**config.mk**
```make
export PLATFORM = sky130hd
export DESIGN_NAME = stwp_port
export DESIGN_NICKNAME = d
export VERILOG_FILES = /design/src/verilog/stwp_pkg.sv /design/src/verilog/stwp_port.sv
export SDC_FILE = /design/constraint.sdc
export NUM_CORES = 1
export LEC_CHECK = 0
export ABC_AREA = 1
export ABC_CLOCK_PERIOD_IN_PS = 6000
export BUFFER_PORTS_ARGS = -buffer_cell sky130_fd_sc_hd__buf_2
export CAP_MARGIN = 10
export CORE_MARGIN = 2
export CORE_UTILIZATION = 55
export DETAILED_ROUTE_END_ITERATION = 10
export GPL_TIMING_DRIVEN = 0
export HOLD_SLACK_MARGIN = 0.06
export PLACE_DENSITY = 0.83
export SYNTH_ARGS = -nofsm -noshare
export SYNTH_HDL_FRONTEND = slang
export SYNTH_SLANG_ARGS = --single-unit
```
**constraint.sdc**
```tcl
create_clock -name SYS_CLK -period 6 [get_ports SYS_CLK]
set_input_delay 1.2 -clock SYS_CLK [delete_from_list [all_inputs] [get_ports SYS_CLK]]
set_output_delay 1.2 -clock SYS_CLK [all_outputs]
set_load 0.05 [all_outputs]
```
**src/verilog/stwp_pkg.sv**
```systemverilog
// Constants shared by the two-wire serial port: register map, fields, states, timing.
// Assumes the host bus is a plain address/strobe port clocked by SYS_CLK.
`default_nettype none
package stwp_pkg;
	// Register indices; the byte address equals the index on this plain port.
	localparam logic [1:0] ADDR_CTRL0 = 2'h0;
	localparam logic [1:0] ADDR_CTRL1 = 2'h1;
	localparam logic [1:0] ADDR_OWN   = 2'h2;
	localparam logic [1:0] ADDR_BUF   = 2'h3;
	// Control register zero fields.
	localparam int BIT_EN    = 7;
	localparam int BIT_EVT   = 6;
	localparam int BIT_ROLE  = 5;
	localparam int BIT_GCA   = 4;
	localparam int BIT_ACKEN = 3;
	// Control register one fields; BIT_GCEN is bit 0 of the own-address register.
	localparam int BIT_DONE  = 7;
	localparam int BIT_BEGIN = 5;
	localparam int BIT_HALT  = 4;
	localparam int BIT_GCEN  = 0;
	localparam logic [7:0] RESET_BYTE = 8'h00;
	localparam logic [6:0] GENERAL_CALL_ADDR = 7'h00;
	// State codes, target and controller.
	localparam logic [2:0] ST_IDLE  = 3'h0;
	localparam logic [2:0] ST_ADDR  = 3'h1;
	localparam logic [2:0] ST_RX    = 3'h2;
	localparam logic [2:0] ST_TX    = 3'h3;
	localparam logic [2:0] ST_NACKD = 3'h4;
	localparam logic [2:0] ST_ABORT = 3'h5;
	localparam logic [2:0] ST_NOSEL = 3'h6;
	// Controller bit rate: fast RC clock divided by 1024 >> select.
	localparam int FAST_RC_MHZ  = 32;
	localparam int SYS_CLK_MHZ  = 125;
	localparam int RATE_MAX_SEL = 6;
	localparam int BASE_DIV     = 1024;
	// One bit takes four quarter phases; quarter length in system cycles at select 0.
	localparam int QUARTER_CYC0 = (BASE_DIV * SYS_CLK_MHZ) / (FAST_RC_MHZ * 4);
	typedef enum logic [2:0] {
		PH_IDLE,
		PH_START,
		PH_BIT,
		PH_STOP,
		PH_WAIT
	} stwp_phase_e;
endpackage
`default_nettype wire

```
**src/verilog/stwp_port.sv**
```systemverilog
// Two-wire serial port, controller or addressed target, with a plain register port.
// Assumes SCL and SDA inputs are synchronous to SYS_CLK; open-drain pads outside.
`timescale 1ns/1ns
`default_nettype none
module stwp_port #(
	parameter int QUARTER0 = stwp_pkg::QUARTER_CYC0
) (
	// Clock and reset.
	input  wire logic       SYS_CLK,
	input  wire logic       RST_B,
	// Register port.
	input  wire logic [1:0] ADDR,
	input  wire logic [7:0] WDATA,
	input  wire logic       WR,
	input  wire logic       RD,
	output var  logic [7:0] RDATA,
	// Bus pins, split.
	input  wire logic       SCL_IN,
	output var  logic       SCL_OUT,
	output var  logic       SCL_OE,
	input  wire logic       SDA_IN,
	output var  logic       SDA_OUT,
	output var  logic       SDA_OE
);
	logic       rst_meta, rst_n;
	logic       en, evt, role, gca, acken, done, stretch, begin_req, halt_req, gcen;
	logic [3:0] rate;
	logic [6:0] own;
	logic [7:0] buffer, shreg;
	logic [2:0] state;
	logic       scl_d, sda_d, start_seen, stop_seen, scl_rise, scl_fall;
	logic [3:0] bitn;
	logic       rw, tx_arm, ack_phase, ack_drive, data_drive, tx_low;
	logic       set_evt, set_done, clr_done, abort_tx;
	logic       wr_buf, wr_c0, wr_c1;
	// Controller bit engine.
	stwp_pkg::stwp_phase_e phase;
	logic [15:0] qcnt;
	logic [1:0]  quarter;
	logic        tick, mscl, msda, m_send;
	logic [15:0] qlen;

	// A synchronised release avoids a reset ending on different edges in different flops.
	always_ff @(posedge SYS_CLK or negedge RST_B) begin
		if (!RST_B) begin
			rst_meta <= 1'b0;
			rst_n    <= 1'b0;
		end else begin
			rst_meta <= 1'b1;
			rst_n    <= rst_meta;
		end
	end

	assign wr_c0  = WR && ADDR == stwp_pkg::ADDR_CTRL0;
	assign wr_c1  = WR && ADDR == stwp_pkg::ADDR_CTRL1;
	assign wr_buf = WR && ADDR == stwp_pkg::ADDR_BUF;

	always_ff @(posedge SYS_CLK or negedge rst_n) begin
		if (!rst_n) begin
			en <= 1'b0; acken <= 1'b0; stretch <= 1'b0; rate <= 4'h0;
			own <= 7'h00; gcen <= 1'b0; buffer <= stwp_pkg::RESET_BYTE;
		end else begin
			if (wr_c0) begin
				en    <= WDATA[stwp_pkg::BIT_EN];
				acken <= WDATA[stwp_pkg::BIT_ACKEN];
			end
			if (wr_c1) begin
				stretch <= WDATA[6];
				rate    <= WDATA[3:0];
			end
			if (WR && ADDR == stwp_pkg::ADDR_OWN) begin
				own  <= WDATA[7:1];
				gcen <= WDATA[stwp_pkg::BIT_GCEN];
			end
			if (wr_buf)
				buffer <= WDATA;
			else if (set_evt && !rw_tx_dir())
				buffer <= shreg;
		end
	end

	function automatic logic rw_tx_dir();
		rw_tx_dir = (state == stwp_pkg::ST_TX) || (role && state == stwp_pkg::ST_RX);
	endfunction

	// Event flag: hardware set wins over a software clear in the same cycle.
	always_ff @(posedge SYS_CLK or negedge rst_n) begin
		if (!rst_n)
			evt <= 1'b0;
		else if (set_evt)
			evt <= 1'b1;
		else if (wr_c0 && !WDATA[stwp_pkg::BIT_EVT])
			evt <= 1'b0;
	end

	assign clr_done = wr_buf || (RD && ADDR == stwp_pkg::ADDR_BUF);
	always_ff @(posedge SYS_CLK or negedge rst_n) begin
		if (!rst_n)
			done <= 1'b0;
		else if (set_done)
			done <= 1'b1;
		else if (clr_done)
			done <= 1'b0;
	end

	// Bus edge and condition detection.
	always_ff @(posedge SYS_CLK or negedge rst_n) begin
		if (!rst_n) begin
			scl_d <= 1'b1;
			sda_d <= 1'b1;
		end else begin
			scl_d <= SCL_IN;
			sda_d <= SDA_IN;
		end
	end
	assign scl_rise   = SCL_IN && !scl_d;
	assign scl_fall   = !SCL_IN && scl_d;
	assign start_seen = SCL_IN && scl_d && sda_d && !SDA_IN;
	assign stop_seen  = SCL_IN && scl_d && !sda_d && SDA_IN;

	// Bit counter and shift register: bits 0-7 data, bit 8 acknowledge.
	assign ack_phase = bitn == 4'h8;
	assign m_send    = role && (state == stwp_pkg::ST_ADDR || state == stwp_pkg::ST_RX);
	assign abort_tx  = state == stwp_pkg::ST_TX && !acken;

	always_ff @(posedge SYS_CLK or negedge rst_n) begin
		if (!rst_n) begin
			state <= stwp_pkg::ST_IDLE; role <= 1'b0; gca <= 1'b0; rw <= 1'b0;
			bitn <= 4'h0; shreg <= 8'h00; tx_arm <= 1'b0; set_evt <= 1'b0;
			set_done <= 1'b0; ack_drive <= 1'b0; data_drive <= 1'b0;
		end else begin
			set_evt  <= 1'b0;
			set_done <= 1'b0;
			if (wr_buf)
				tx_arm <= 1'b1;
			if (!en) begin
				state <= stwp_pkg::ST_IDLE; role <= 1'b0; ack_drive <= 1'b0; data_drive <= 1'b0;
			end else if (stop_seen) begin
				state <= stwp_pkg::ST_IDLE;
				role <= 1'b0; gca <= 1'b0; ack_drive <= 1'b0; data_drive <= 1'b0;
				set_evt <= !role;
			end else if (start_seen) begin
				state <= stwp_pkg::ST_ADDR;
				bitn <= 4'hF; ack_drive <= 1'b0; data_drive <= 1'b0;
				set_evt <= 1'b1;
				if (role) begin
					tx_arm <= 1'b0;
				end
			end else if (scl_rise && !ack_phase && state != stwp_pkg::ST_IDLE) begin
				shreg <= {shreg[6:0], SDA_IN};
			end else if (scl_rise && ack_phase && state != stwp_pkg::ST_IDLE) begin
				if (rw_tx_dir() || (m_send)) begin
					if (SDA_IN) begin
						state <= stwp_pkg::ST_NACKD;
					end else if (abort_tx) begin
						state <= stwp_pkg::ST_ABORT;
					end else if (role && state == stwp_pkg::ST_ADDR) begin
						state <= rw ? stwp_pkg::ST_TX : stwp_pkg::ST_RX;
						set_evt <= 1'b1;
					end else begin
						set_evt <= 1'b1;
						set_done <= 1'b1;
					end
				end
			end else if (scl_fall && state != stwp_pkg::ST_IDLE) begin
				bitn <= ack_phase ? 4'h0 : bitn + 4'h1;
				data_drive <= 1'b0;
				ack_drive <= 1'b0;
				if (bitn == 4'h7) begin
					if (!role && state == stwp_pkg::ST_ADDR) begin
						rw <= shreg[0];
						if (shreg[7:1] == own && own != stwp_pkg::GENERAL_CALL_ADDR && acken) begin
							ack_drive <= 1'b1;
							state <= shreg[0] ? stwp_pkg::ST_TX : stwp_pkg::ST_RX;
							set_evt <= 1'b1;
							set_done <= shreg[0];
						end else if (gcen && shreg[7:1] == stwp_pkg::GENERAL_CALL_ADDR && !shreg[0]) begin
							ack_drive <= 1'b1;
							gca <= 1'b1;
							state <= stwp_pkg::ST_RX;
							set_evt <= 1'b1;
						end else begin
							state <= stwp_pkg::ST_NOSEL;
						end
					end else if (!role && state == stwp_pkg::ST_RX) begin
						ack_drive <= acken;
						set_evt <= 1'b1;
						set_done <= acken;
						if (!acken)
							state <= stwp_pkg::ST_IDLE;
					end else if (role && state == stwp_pkg::ST_TX) begin
						ack_drive <= acken;
						set_evt <= 1'b1;
						set_done <= acken;
						if (!acken)
							state <= stwp_pkg::ST_NACKD;
					end
				end else if (ack_phase) begin
					if (m_send && role && state == stwp_pkg::ST_ADDR)
						rw <= buffer[0];
					tx_arm <= 1'b0;
					if (rw_tx_dir() || m_send) begin
						shreg <= buffer;
						data_drive <= tx_arm && state != stwp_pkg::ST_NACKD;
					end
				end else if (rw_tx_dir() || m_send) begin
					data_drive <= 1'b1;
				end
			end else if (wr_buf && bitn == 4'h0 && !SCL_IN && (m_send || (!role && state == stwp_pkg::ST_TX))) begin
				// A byte written while the clock is held low must be loaded before the first rise.
				shreg <= WDATA;
				data_drive <= 1'b1;
				if (role && state == stwp_pkg::ST_ADDR)
					rw <= WDATA[0];
			end
			if (phase == stwp_pkg::PH_START && tick && quarter == 2'h3) begin
				role <= 1'b1;
				state <= stwp_pkg::ST_ADDR;
				set_evt <= 1'b1;
				shreg <= buffer;
				bitn <= 4'hF;
			end
		end
	end

	// Rate divider; select codes above 6 are reserved and run at the slowest rate.
	assign qlen = (rate <= 4'(stwp_pkg::RATE_MAX_SEL)) ? 16'(QUARTER0 >> rate) : 16'(QUARTER0);
	assign tick = qcnt == 16'h0000;
	always_ff @(posedge SYS_CLK or negedge rst_n) begin
		if (!rst_n)
			qcnt <= 16'h0000;
		else if (tick || phase == stwp_pkg::PH_IDLE)
			qcnt <= qlen - 16'h0001;
		else
			qcnt <= qcnt - 16'h0001;
	end

	// Controller line engine: request bits are cleared once the condition is made.
	always_ff @(posedge SYS_CLK or negedge rst_n) begin
		if (!rst_n) begin
			phase <= stwp_pkg::PH_IDLE; quarter <= 2'h0; mscl <= 1'b1; msda <= 1'b1;
			begin_req <= 1'b0; halt_req <= 1'b0;
		end else begin
			if (wr_c1) begin
				begin_req <= WDATA[stwp_pkg::BIT_BEGIN];
				halt_req  <= WDATA[stwp_pkg::BIT_HALT];
			end
			if (tick)
				quarter <= quarter + 2'h1;
			case (phase)
				stwp_pkg::PH_IDLE: begin
					quarter <= 2'h0;
					if (en && begin_req && (state == stwp_pkg::ST_IDLE || role))
						phase <= stwp_pkg::PH_START;
				end
				stwp_pkg::PH_START: begin
					if (tick && quarter == 2'h0) begin
						mscl <= 1'b1;
						msda <= 1'b1;
					end else if (tick && quarter == 2'h2) begin
						msda <= 1'b0;
					end else if (tick && quarter == 2'h3) begin
						mscl <= 1'b0;
						begin_req <= 1'b0;
						phase <= stwp_pkg::PH_WAIT;
					end
				end
				stwp_pkg::PH_WAIT: begin
					quarter <= 2'h0;
					if (halt_req && (state == stwp_pkg::ST_NACKD || !tx_arm || bitn == 4'h0))
						phase <= stwp_pkg::PH_STOP;
					else if (begin_req)
						phase <= stwp_pkg::PH_START;
					else if ((tx_arm || state == stwp_pkg::ST_TX) && bitn == 4'h0)
						phase <= stwp_pkg::PH_BIT;
				end
				stwp_pkg::PH_BIT: begin
					if (tick && quarter == 2'h1)
						mscl <= 1'b1;
					else if (tick && quarter == 2'h3) begin
						mscl <= 1'b0;
						if (ack_phase)
							phase <= stwp_pkg::PH_WAIT;
					end
				end
				stwp_pkg::PH_STOP: begin
					if (tick && quarter == 2'h0)
						msda <= 1'b0;
					else if (tick && quarter == 2'h1)
						mscl <= 1'b1;
					else if (tick && quarter == 2'h3) begin
						msda <= 1'b1;
						halt_req <= 1'b0;
						phase <= stwp_pkg::PH_IDLE;
					end
				end
				default: phase <= stwp_pkg::PH_IDLE;
			endcase
		end
	end

	// Pins. Open drain: the enable pulls low; target clock stretching holds SCL after an ack in ST_TX only, until the buffer is written or read.
	always_ff @(posedge SYS_CLK or negedge rst_n) begin
		if (!rst_n) begin
			SCL_OUT <= 1'b0; SCL_OE <= 1'b0; SDA_OUT <= 1'b0; SDA_OE <= 1'b0; tx_low <= 1'b0;
		end else begin
			SCL_OUT <= 1'b0;
			SDA_OUT <= 1'b0;
			// Data may only move while SCL is low, since a change with SCL high is a start or stop.
			tx_low  <= SCL_IN ? tx_low : (data_drive && !shreg[7]);
			SCL_OE  <= (role || phase != stwp_pkg::PH_IDLE) ? !mscl : (stretch && done && state == stwp_pkg::ST_TX && !tx_arm);
			SDA_OE  <= ack_drive || tx_low || (phase != stwp_pkg::PH_BIT && !msda);
		end
	end

	// Register read data, one cycle after the strobe.
	always_ff @(posedge SYS_CLK or negedge rst_n) begin
		if (!rst_n)
			RDATA <= 8'h00;
		else if (RD) begin
			if (ADDR == stwp_pkg::ADDR_CTRL0)
				RDATA <= {en, evt, role, gca, acken, state};
			else if (ADDR == stwp_pkg::ADDR_CTRL1)
				RDATA <= {done, stretch, begin_req, halt_req, rate};
			else if (ADDR == stwp_pkg::ADDR_OWN)
				RDATA <= {own, gcen};
			else
				RDATA <= buffer;
		end else
			RDATA <= 8'h00;
	end
endmodule
`default_nettype wire

```
==> impl_results.md, run 1 <==
* Routed Antenna Nets at 0
* Main synth FF type: dfrtp_1
* Post-Route WL at 14.3 mm
* Port Buffers at 25
* Largest net degree at the start of global routing at 68
* H-tree levels at 3
* Switching Share at 47.8%
* Reg power frac at 36.7%
* Area occupied by multi-input gates at 2870 um^2
* Final Setup Violations at 0
* DR vias at approximately 5400
* Met1 Usage GRT at 37.3%
* CTS Buffer Depth at 2
* Slew @ Worst Pin at around 560 ps
* Antenna violations before repair at 0
* Initial core utilization at between 50 and 60%
* Syn Inst Count at between 800 and 900
* Num rows at 36
* Total area of sequential cells at 2210 um^2
* Synth top area share at 37.5%
* DIE HEIGHT at 105 um
* Synth area leaders: dfrtp_1, nand2_1, inv_1
* Grt ovf at 0
* Critical Path RT at 6260 ps
* Drt wl/cell at around 15 um
* IO Count at 28
* GPL Wtd Cong at 0.969
* Seq/Total Area, Yosys at 39.4%
* Share of cells above drive strength 1 at a little under an eighth
* Slew Limit Fails at 0
* Max Freq at 0.402 GHz
* Vias in the first global route at 5017
* Clock root cell: clkbuf_8
* Type of the tightest min-delay check: reg -> async
* Detail Placement HPWL at 11.1 mm
* Internal at 1.30 mW
* Period Utilization, post-route at 41.4%
* FF+latch count, synth at 88
* Clk sinks at 88
* Critical path type: in -> reg
* Hold Violations, Final at 0
* Drt pass-1 iters at 5
* Final core utilization at 62.3%
* Slew HR at 62.9%
* DR iter-0 viols at approximately 390
* Setup Skew at 14.4 ps
* Asr flop ratio synth at 100%
* Drt drc at 0
* Vias per std cell at between 5 and 6
* Status: completed
* Combinational fraction of design power at 46.5%
* Setup TNS at 0 ps
* CP Data Arrival Time at 2750 ps
* Met2 Usage GRT at between 40 and 50%
* Sw power at roughly 1.2 mW
* Synthesized area at 5600 um^2
* Clk network pwr share at between 10% and 20%
* Antenna cells at 0
* Hold buffers post-CTS at 0
* # resized after CTS at 0
* CP startpoint kind: input port
* Clk_lat worst skew at 380 ps
* Placed cell areas at 5930 um^2
* Yosys synthesis warning count at 0
* Final Critical Period at roughly 2500 ps
* Synth unique cells at 39
* CTS tree: done
* GRT Util Overall at 27.2%
* Global Route met3 Usage at 2.87%
* Gr busiest metal: met2
* Syn_area_per_cell at roughly 7 um^2
* Reg clk slew, reported paths at 100 ps
* Peak fanout along the critical path at 9
* P&R area growth vs syn at 9.27%
* Max cap viols at 0
* Chip width at 105 um
* RSZ-0062 raised after global routing: false
* Die Area at 11000 um^2
* CP Capture Type: flip-flop
* Leak at 3.17 nW
* Final instance area at 6120 um^2
* Post-synth EDFFs at 0
* Nets at 864
* First-pass GRT wire length at about 24 mm
* Yosys top cell by area: dfrtp_1
* Worst VDD drop at between 0.15 and 0.2 mV
* Post CTS Setup Buffer Count at 0
* Area of the core at 9820 um^2
* Fill count at 936
* CTS buffer count at 9
* PwrDens at 407 nW/um^2
==> stage by stage <==
stage               hold slack, ps  power (mW)  worst slack (ps)  std cells
floorplan                      331        1.78              3370        803
global placement               334        2.03              2460        961
detailed placement             219        2.06              3170        962
CTS                            228        2.48              3550        978
global route                   250        2.68              3340        978
finish                         219        2.49              3510        978
==> power groups by stage <==
stage | Combinational (mW) | Sequential (mW) | Clock (mW)
5_1_grt | 1.31 | 0.931 | 0.445
3_3_place_gp | 1.11 | 0.920 | 0
2_1_floorplan | 0.859 | 0.921 | 0
6_report | 1.16 | 0.913 | 0.419
3_5_place_dp | 1.14 | 0.913 | 0
4_1_cts | 1.15 | 0.905 | 0.425
==> cell type report <==
class,instances,share of cell area [%]
multi-input cells,584,46.9
flip-flops and latches,88,36.1
inverters,109,6.68
well taps,133,2.72
repair buffers,26,2.49
clock buffers,9,2.02
plain buffers,22,1.96
clock inverters,7,1.12
==> worst max-delay path: stages <==
cell and delay [ps]:
buf_2 100, inv_1 80, nor3_1 430, nor2_1 160
nand2_1 160, inv_1 140, nand4_4 190, nand2_2 150
nand2_1 100, nand2_1 50
==> cell families (layout without fill, tap and decap cells) <==
family	count (synthesis)	after routing	synth area share [%]
adders and majority gates	8	8	1.79
other	2	3	0.134
AOI/OAI and AO/OA	145	145	14.0
xor gates and xnor gates	8	8	1.25
and+or+nand+nor	418	418	33.6
buffers and inverters	131	173	9.45
muxes	2	2	0.357
DFF	88	88	39.4
==> placed cells by master (no fill, tap or decap), types with 8 or more instances in the layout <==
cell	count
a21oi_1	35
dfrtp_1	83
nor2_2	12
inv_1	107
nand2_1	220
a31oi_1	10
buf_2	31
clkbuf_1	11
nand2_2	10
clkbuf_8	9
nor2_1	75
ha_1	8
nand3_1	66
o21ai_0	76
o22ai_1	11
==> Yosys cell counts (8+ instances only) <==
master,number
nand2_1,220
ha_1,8
nor2_1,75
a31oi_1,10
nor2_2,12
a21oi_1,35
o21ai_0,76
dfrtp_1,84
nand3_1,66
o22ai_1,11
nand2_2,10
inv_1,107
clkbuf_1,11
==> flip-flops by register name (all words and copies together), names as in the netlist, 2 cells and up <==
register,cells
phase,3
bitn,4
shreg,8
state,3
buffer,8
quarter,2
RDATA,8
qcnt,16
own,7
rate,4
==> path summary, 6_finish.rpt <==
check | from | to | slack (ps) | depth (start not counted)
max | SDA_IN | shreg[6]$_DFFE_PN0P_ | 3510 | 10
min | rst_n$_DFF_PN0_ | buffer[1]$_DFFE_PN0P_ | 220 | 0
max reg2reg | rate[2]$_DFFE_PN0P_ | qcnt[8]$_DFF_PN0_ | 3810 | 14
min reg2reg | rst_n$_DFF_PN0_ | buffer[1]$_DFFE_PN0P_ | 220 | 0
max in group asynchronous | rst_n$_DFF_PN0_ | mscl$_DFFE_PN1P_ | 5130 | 1
min in group SYS_CLK | rst_meta$_DFF_PN0_ | rst_n$_DFF_PN0_ | 360 | 0
==> layer usage <==
metal | routed length (um) | vias up
met4 | 377 | 0
met2 | 6680 | 211
met1 | 6370 | 2495
met3 | 912 | 30
met5 | 0 | -
li1 | - | 2668
Power figures use the tool's default switching activity.
==> run 2: changes to the inputs <==
--- a/config.mk
+++ b/config.mk
@@ -6,7 +6,7 @@
 export NUM_CORES = 1
 export LEC_CHECK = 0
 export ABC_AREA = 1
-export ABC_CLOCK_PERIOD_IN_PS = 6000
+export ABC_CLOCK_PERIOD_IN_PS = 2100
 export BUFFER_PORTS_ARGS = -buffer_cell sky130_fd_sc_hd__buf_2
 export CAP_MARGIN = 10
 export CORE_MARGIN = 2
@@ -14,7 +14,7 @@
 export DETAILED_ROUTE_END_ITERATION = 10
 export GPL_TIMING_DRIVEN = 0
 export HOLD_SLACK_MARGIN = 0.06
-export PLACE_DENSITY = 0.83
+export PLACE_DENSITY = 0.86
 export SYNTH_ARGS = -nofsm -noshare
 export SYNTH_HDL_FRONTEND = slang
 export SYNTH_SLANG_ARGS = --single-unit
==> constraint.sdc (replaced) <==
create_clock -name SYS_CLK -period 2.1 [get_ports SYS_CLK]
set_input_delay 0.42 -clock SYS_CLK [delete_from_list [all_inputs] [get_ports SYS_CLK]]
set_output_delay 0.42 -clock SYS_CLK [all_outputs]
set_load 0.05 [all_outputs]
==> impl_results.md, run 2 (synthesized netlist as in run 1, its figures left out) <==
* Setup Skew at 13.0 ps (was 14.4 ps)
* Gr busiest metal: met2 (unchanged)
* Slew Limit Fails at 0 (unchanged)
* Drt wl/cell at 14.8 um (was 14.7 um)
* Routed Antenna Nets at 0 (unchanged)
* Smallest hold slack at 165 ps (was 219 ps)
* Detail Placement HPWL at 10.9 mm (was 11.1 mm)
* Clk_lat worst skew at 380 ps (about the same)
* Largest register FFs at 16 (unchanged)
* IO Count at 28 (unchanged)
* Peak fanout along the critical path at 5 (was 9)
* Area of the core at 9820 um^2 (unchanged)
* Num rows at 36 (unchanged)
* Max cap viols at 0 (unchanged)
* Port Buffers at 25 (unchanged)
* P&R area growth vs syn at 14.2% (was 9.27%)
* CTS tree: done (unchanged)
* DIE HEIGHT at 105 um (unchanged)
* Slew @ Worst Pin at 580 ps (was 556 ps)
* PwrDens at 1200 nW/um^2 (was 407 nW/um^2)
* H-tree levels at 3 (unchanged)
* Fill count at 880 (was 936)
* RSZ-0062 raised after global routing: true (was false)
* Antenna cells at 0 (unchanged)
* Cell Count, Final, Fillers Out at 999 (was 978)
* Reg clk slew, reported paths at 100 ps (about the same)
* CP startpoint kind: flip-flop (was input port)
* FF-to-FF Start: qcnt[0]$_DFF_PN0_ (was rate[2]$_DFFE_PN0P_)
* Worst reg-to-reg path cell count at 15 (was 14)
* Clock root cell: clkbuf_8 (unchanged)
* Final WS setup at 69.8 ps (was 3510 ps)
* First-pass GRT wire length at 23.6 mm (was 23.9 mm)
* Worst VDD drop at 0.564 mV (was 0.187 mV)
* Global Route met3 Usage at 3.62% (was 2.87%)
* Setup TNS at 0 ps (unchanged)
* Final core utilization at 65.2% (was 62.3%)
* Nets at 885 (was 864)
* Die Area at 11000 um^2 (unchanged)
* Status: completed (unchanged)
* Worst hold path stage count at 1
* Critical Path, Cell by Cell: nor2_1 > nand2_1 > nor2_1 > nand2_2 > nand2_4 > buf_4 > nand3_1 > nand2_4 > inv_4 > ha_4 > nand2_4 > nor2_4 > nand2_2 > o21ai_1 > nand2_1 (was buf_2 > inv_1 > nor3_1 > nor2_1 > nand2_1 > inv_1 > nand4_4 > nand2_2 > nand2_1 > nand2_1)
* DR vias at 5557 (was 5404)
* Flop2flop setup slack at 70 ps (was 3810 ps)
* Switching Share at 47.0% (was 47.8%)
* Combinational fraction of design power at 50.8% (was 46.5%)
* Largest net degree at the start of global routing at 57 (was 68)
* Period Utilization, post-route at 96.7%
* Grt ovf at 0 (unchanged)
* Worst hold start: SCL_IN
* Final Setup Violations at 0 (unchanged)
* Type of the tightest min-delay check: in -> reg (was reg -> async)
* Inst Count DP at 962 (unchanged)
* Critical path type: reg -> reg (was in -> reg)
* Cell mode on critical path: nand2_4 (was nand2_1)
* Vias per std cell at 5.56 (was 5.53)
* Met1 Usage GRT at 37.3% (about the same)
* GRT Util Overall at 26.8% (was 27.2%)
* Reg2reg end: qcnt[8]$_DFF_PN0_ (unchanged)
* CP max stage delay at 420 ps (was 430 ps)
* Critical Path RT at 2360 ps (was 6260 ps)
* Internal at 4.07 mW (was 1.30 mW)
* Final Critical Period at 2030 ps
* Vias in the first global route at 4964 (was 5017)
* Commonest non-fill, non-tap cell in the layout: nand2_1 (unchanged)
* Largest reg by FF count: qcnt (unchanged)
* Reg power frac at 33.8% (was 36.7%)
* Chip width at 105 um (unchanged)
* Antenna violations before repair at 0 (unchanged)
* Most frequent cells in the layout: nand2_1, inv_1, dfrtp_1 (unchanged)
* CP Capture Type: flip-flop (unchanged)
* Worst Hold Endpoint: scl_d$_DFF_PN1_
* Hold Violations, Final at 0 (unchanged)
* Clk sinks at 88 (unchanged)
* CTS Buffer Depth at 2 (unchanged)
* Top delay family on crit path: simple AND/OR/NAND/NOR gates (unchanged)
* GPL Wtd Cong at 0.967 (was 0.969)
* CTS buffer count at 9 (unchanged)
* DR iter-0 viols at 393 (was 385)
* Initial core utilization at 57.1% (unchanged)
* Clk network pwr share at 15.4% (was 16.8%)
* Worst path slowest cell: dfrtp_1 (was nor3_1)
* CP Data Arrival Time at 2290 ps (was 2750 ps)
* Post-Route WL at 14.8 mm (was 14.3 mm)
* Slew HR at 61.3% (was 62.9%)
* Drt drc at 0 (unchanged)
* Worst slack at placement at -50.0 ps (was 3170 ps)
* Drt pass-1 iters at 5 (unchanged)
* Critical path buffers and inverters at 2 (was 3)
* Max Freq at 0.493 GHz
* Leak at 3.29 nW (was 3.17 nW)
* Share of cells above drive strength 1 at 16.1% (was 11.7%)
* Met2 Usage GRT at 43.7% (was 43.8%)
* Sw power at 3.61 mW (was 1.19 mW)
## run 2: power by group through the flow
stage,combinational (mW),sequential (mW),clock (mW)
global route,4.33,2.65,1.27
detailed placement,3.23,2.62,0
floorplan,2.46,2.63,0
global placement,3.16,2.63,0
finish,3.90,2.60,1.18
CTS,3.30,2.59,1.18
## run 2: worst max-delay path by stage
stage	from	to	slack, ps	cells past startpoint
6_report	qcnt[0]$_DFF_PN0_	qcnt[8]$_DFF_PN0_	70	15
3_5_place_dp	qcnt[13]$_DFF_PN0_	qcnt[8]$_DFF_PN0_	-50	15
3_3_place_gp	qcnt[13]$_DFF_PN0_	qcnt[8]$_DFF_PN0_	-40	15
5_1_grt	qcnt[9]$_DFF_PN0_	qcnt[8]$_DFF_PN0_	-60	14
2_1_floorplan	qcnt[13]$_DFF_PN0_	qcnt[8]$_DFF_PN0_	280	15
4_1_cts	qcnt[13]$_DFF_PN0_	qcnt[6]$_DFF_PN0_	30	14
## run 2: layer usage
layer / vias up / routed length, um
li1: 2713 / -
met1: 2562 / 6230
met2: 252 / 7070
met3: 30 / 1160
met4: 0 / 311
met5: - / 0
## run 2: cell type report
class / count / area, um^2 / area share, %
inverter: 109 / 417 / 6.51
buffer: 22 / 139 / 2.17
timing repair buffer: 47 / 313 / 4.89
clock buffer: 9 / 124 / 1.94
tap: 133 / 166 / 2.60
sequential: 88 / 2210 / 34.5
clock inverter: 7 / 66.3 / 1.04
multi-input combinational: 584 / 2960 / 46.3
## run 2: metrics by stage
step	area [um^2]	power, mW
finish	6400	7.68
global route	6400	8.25
CTS	6150	7.08
detailed placement	5930	5.85
global placement	5900	5.79
floorplan	5610	5.09
## run 2: what timing repair did
action	4_1_cts	5_1_grt
setup buffers	1	19
hold buffers	1	0
gates resized for setup	3	37
endpoints found under the hold margin	2	0
setup endpoints to repair	7	20
pin swaps	1	14
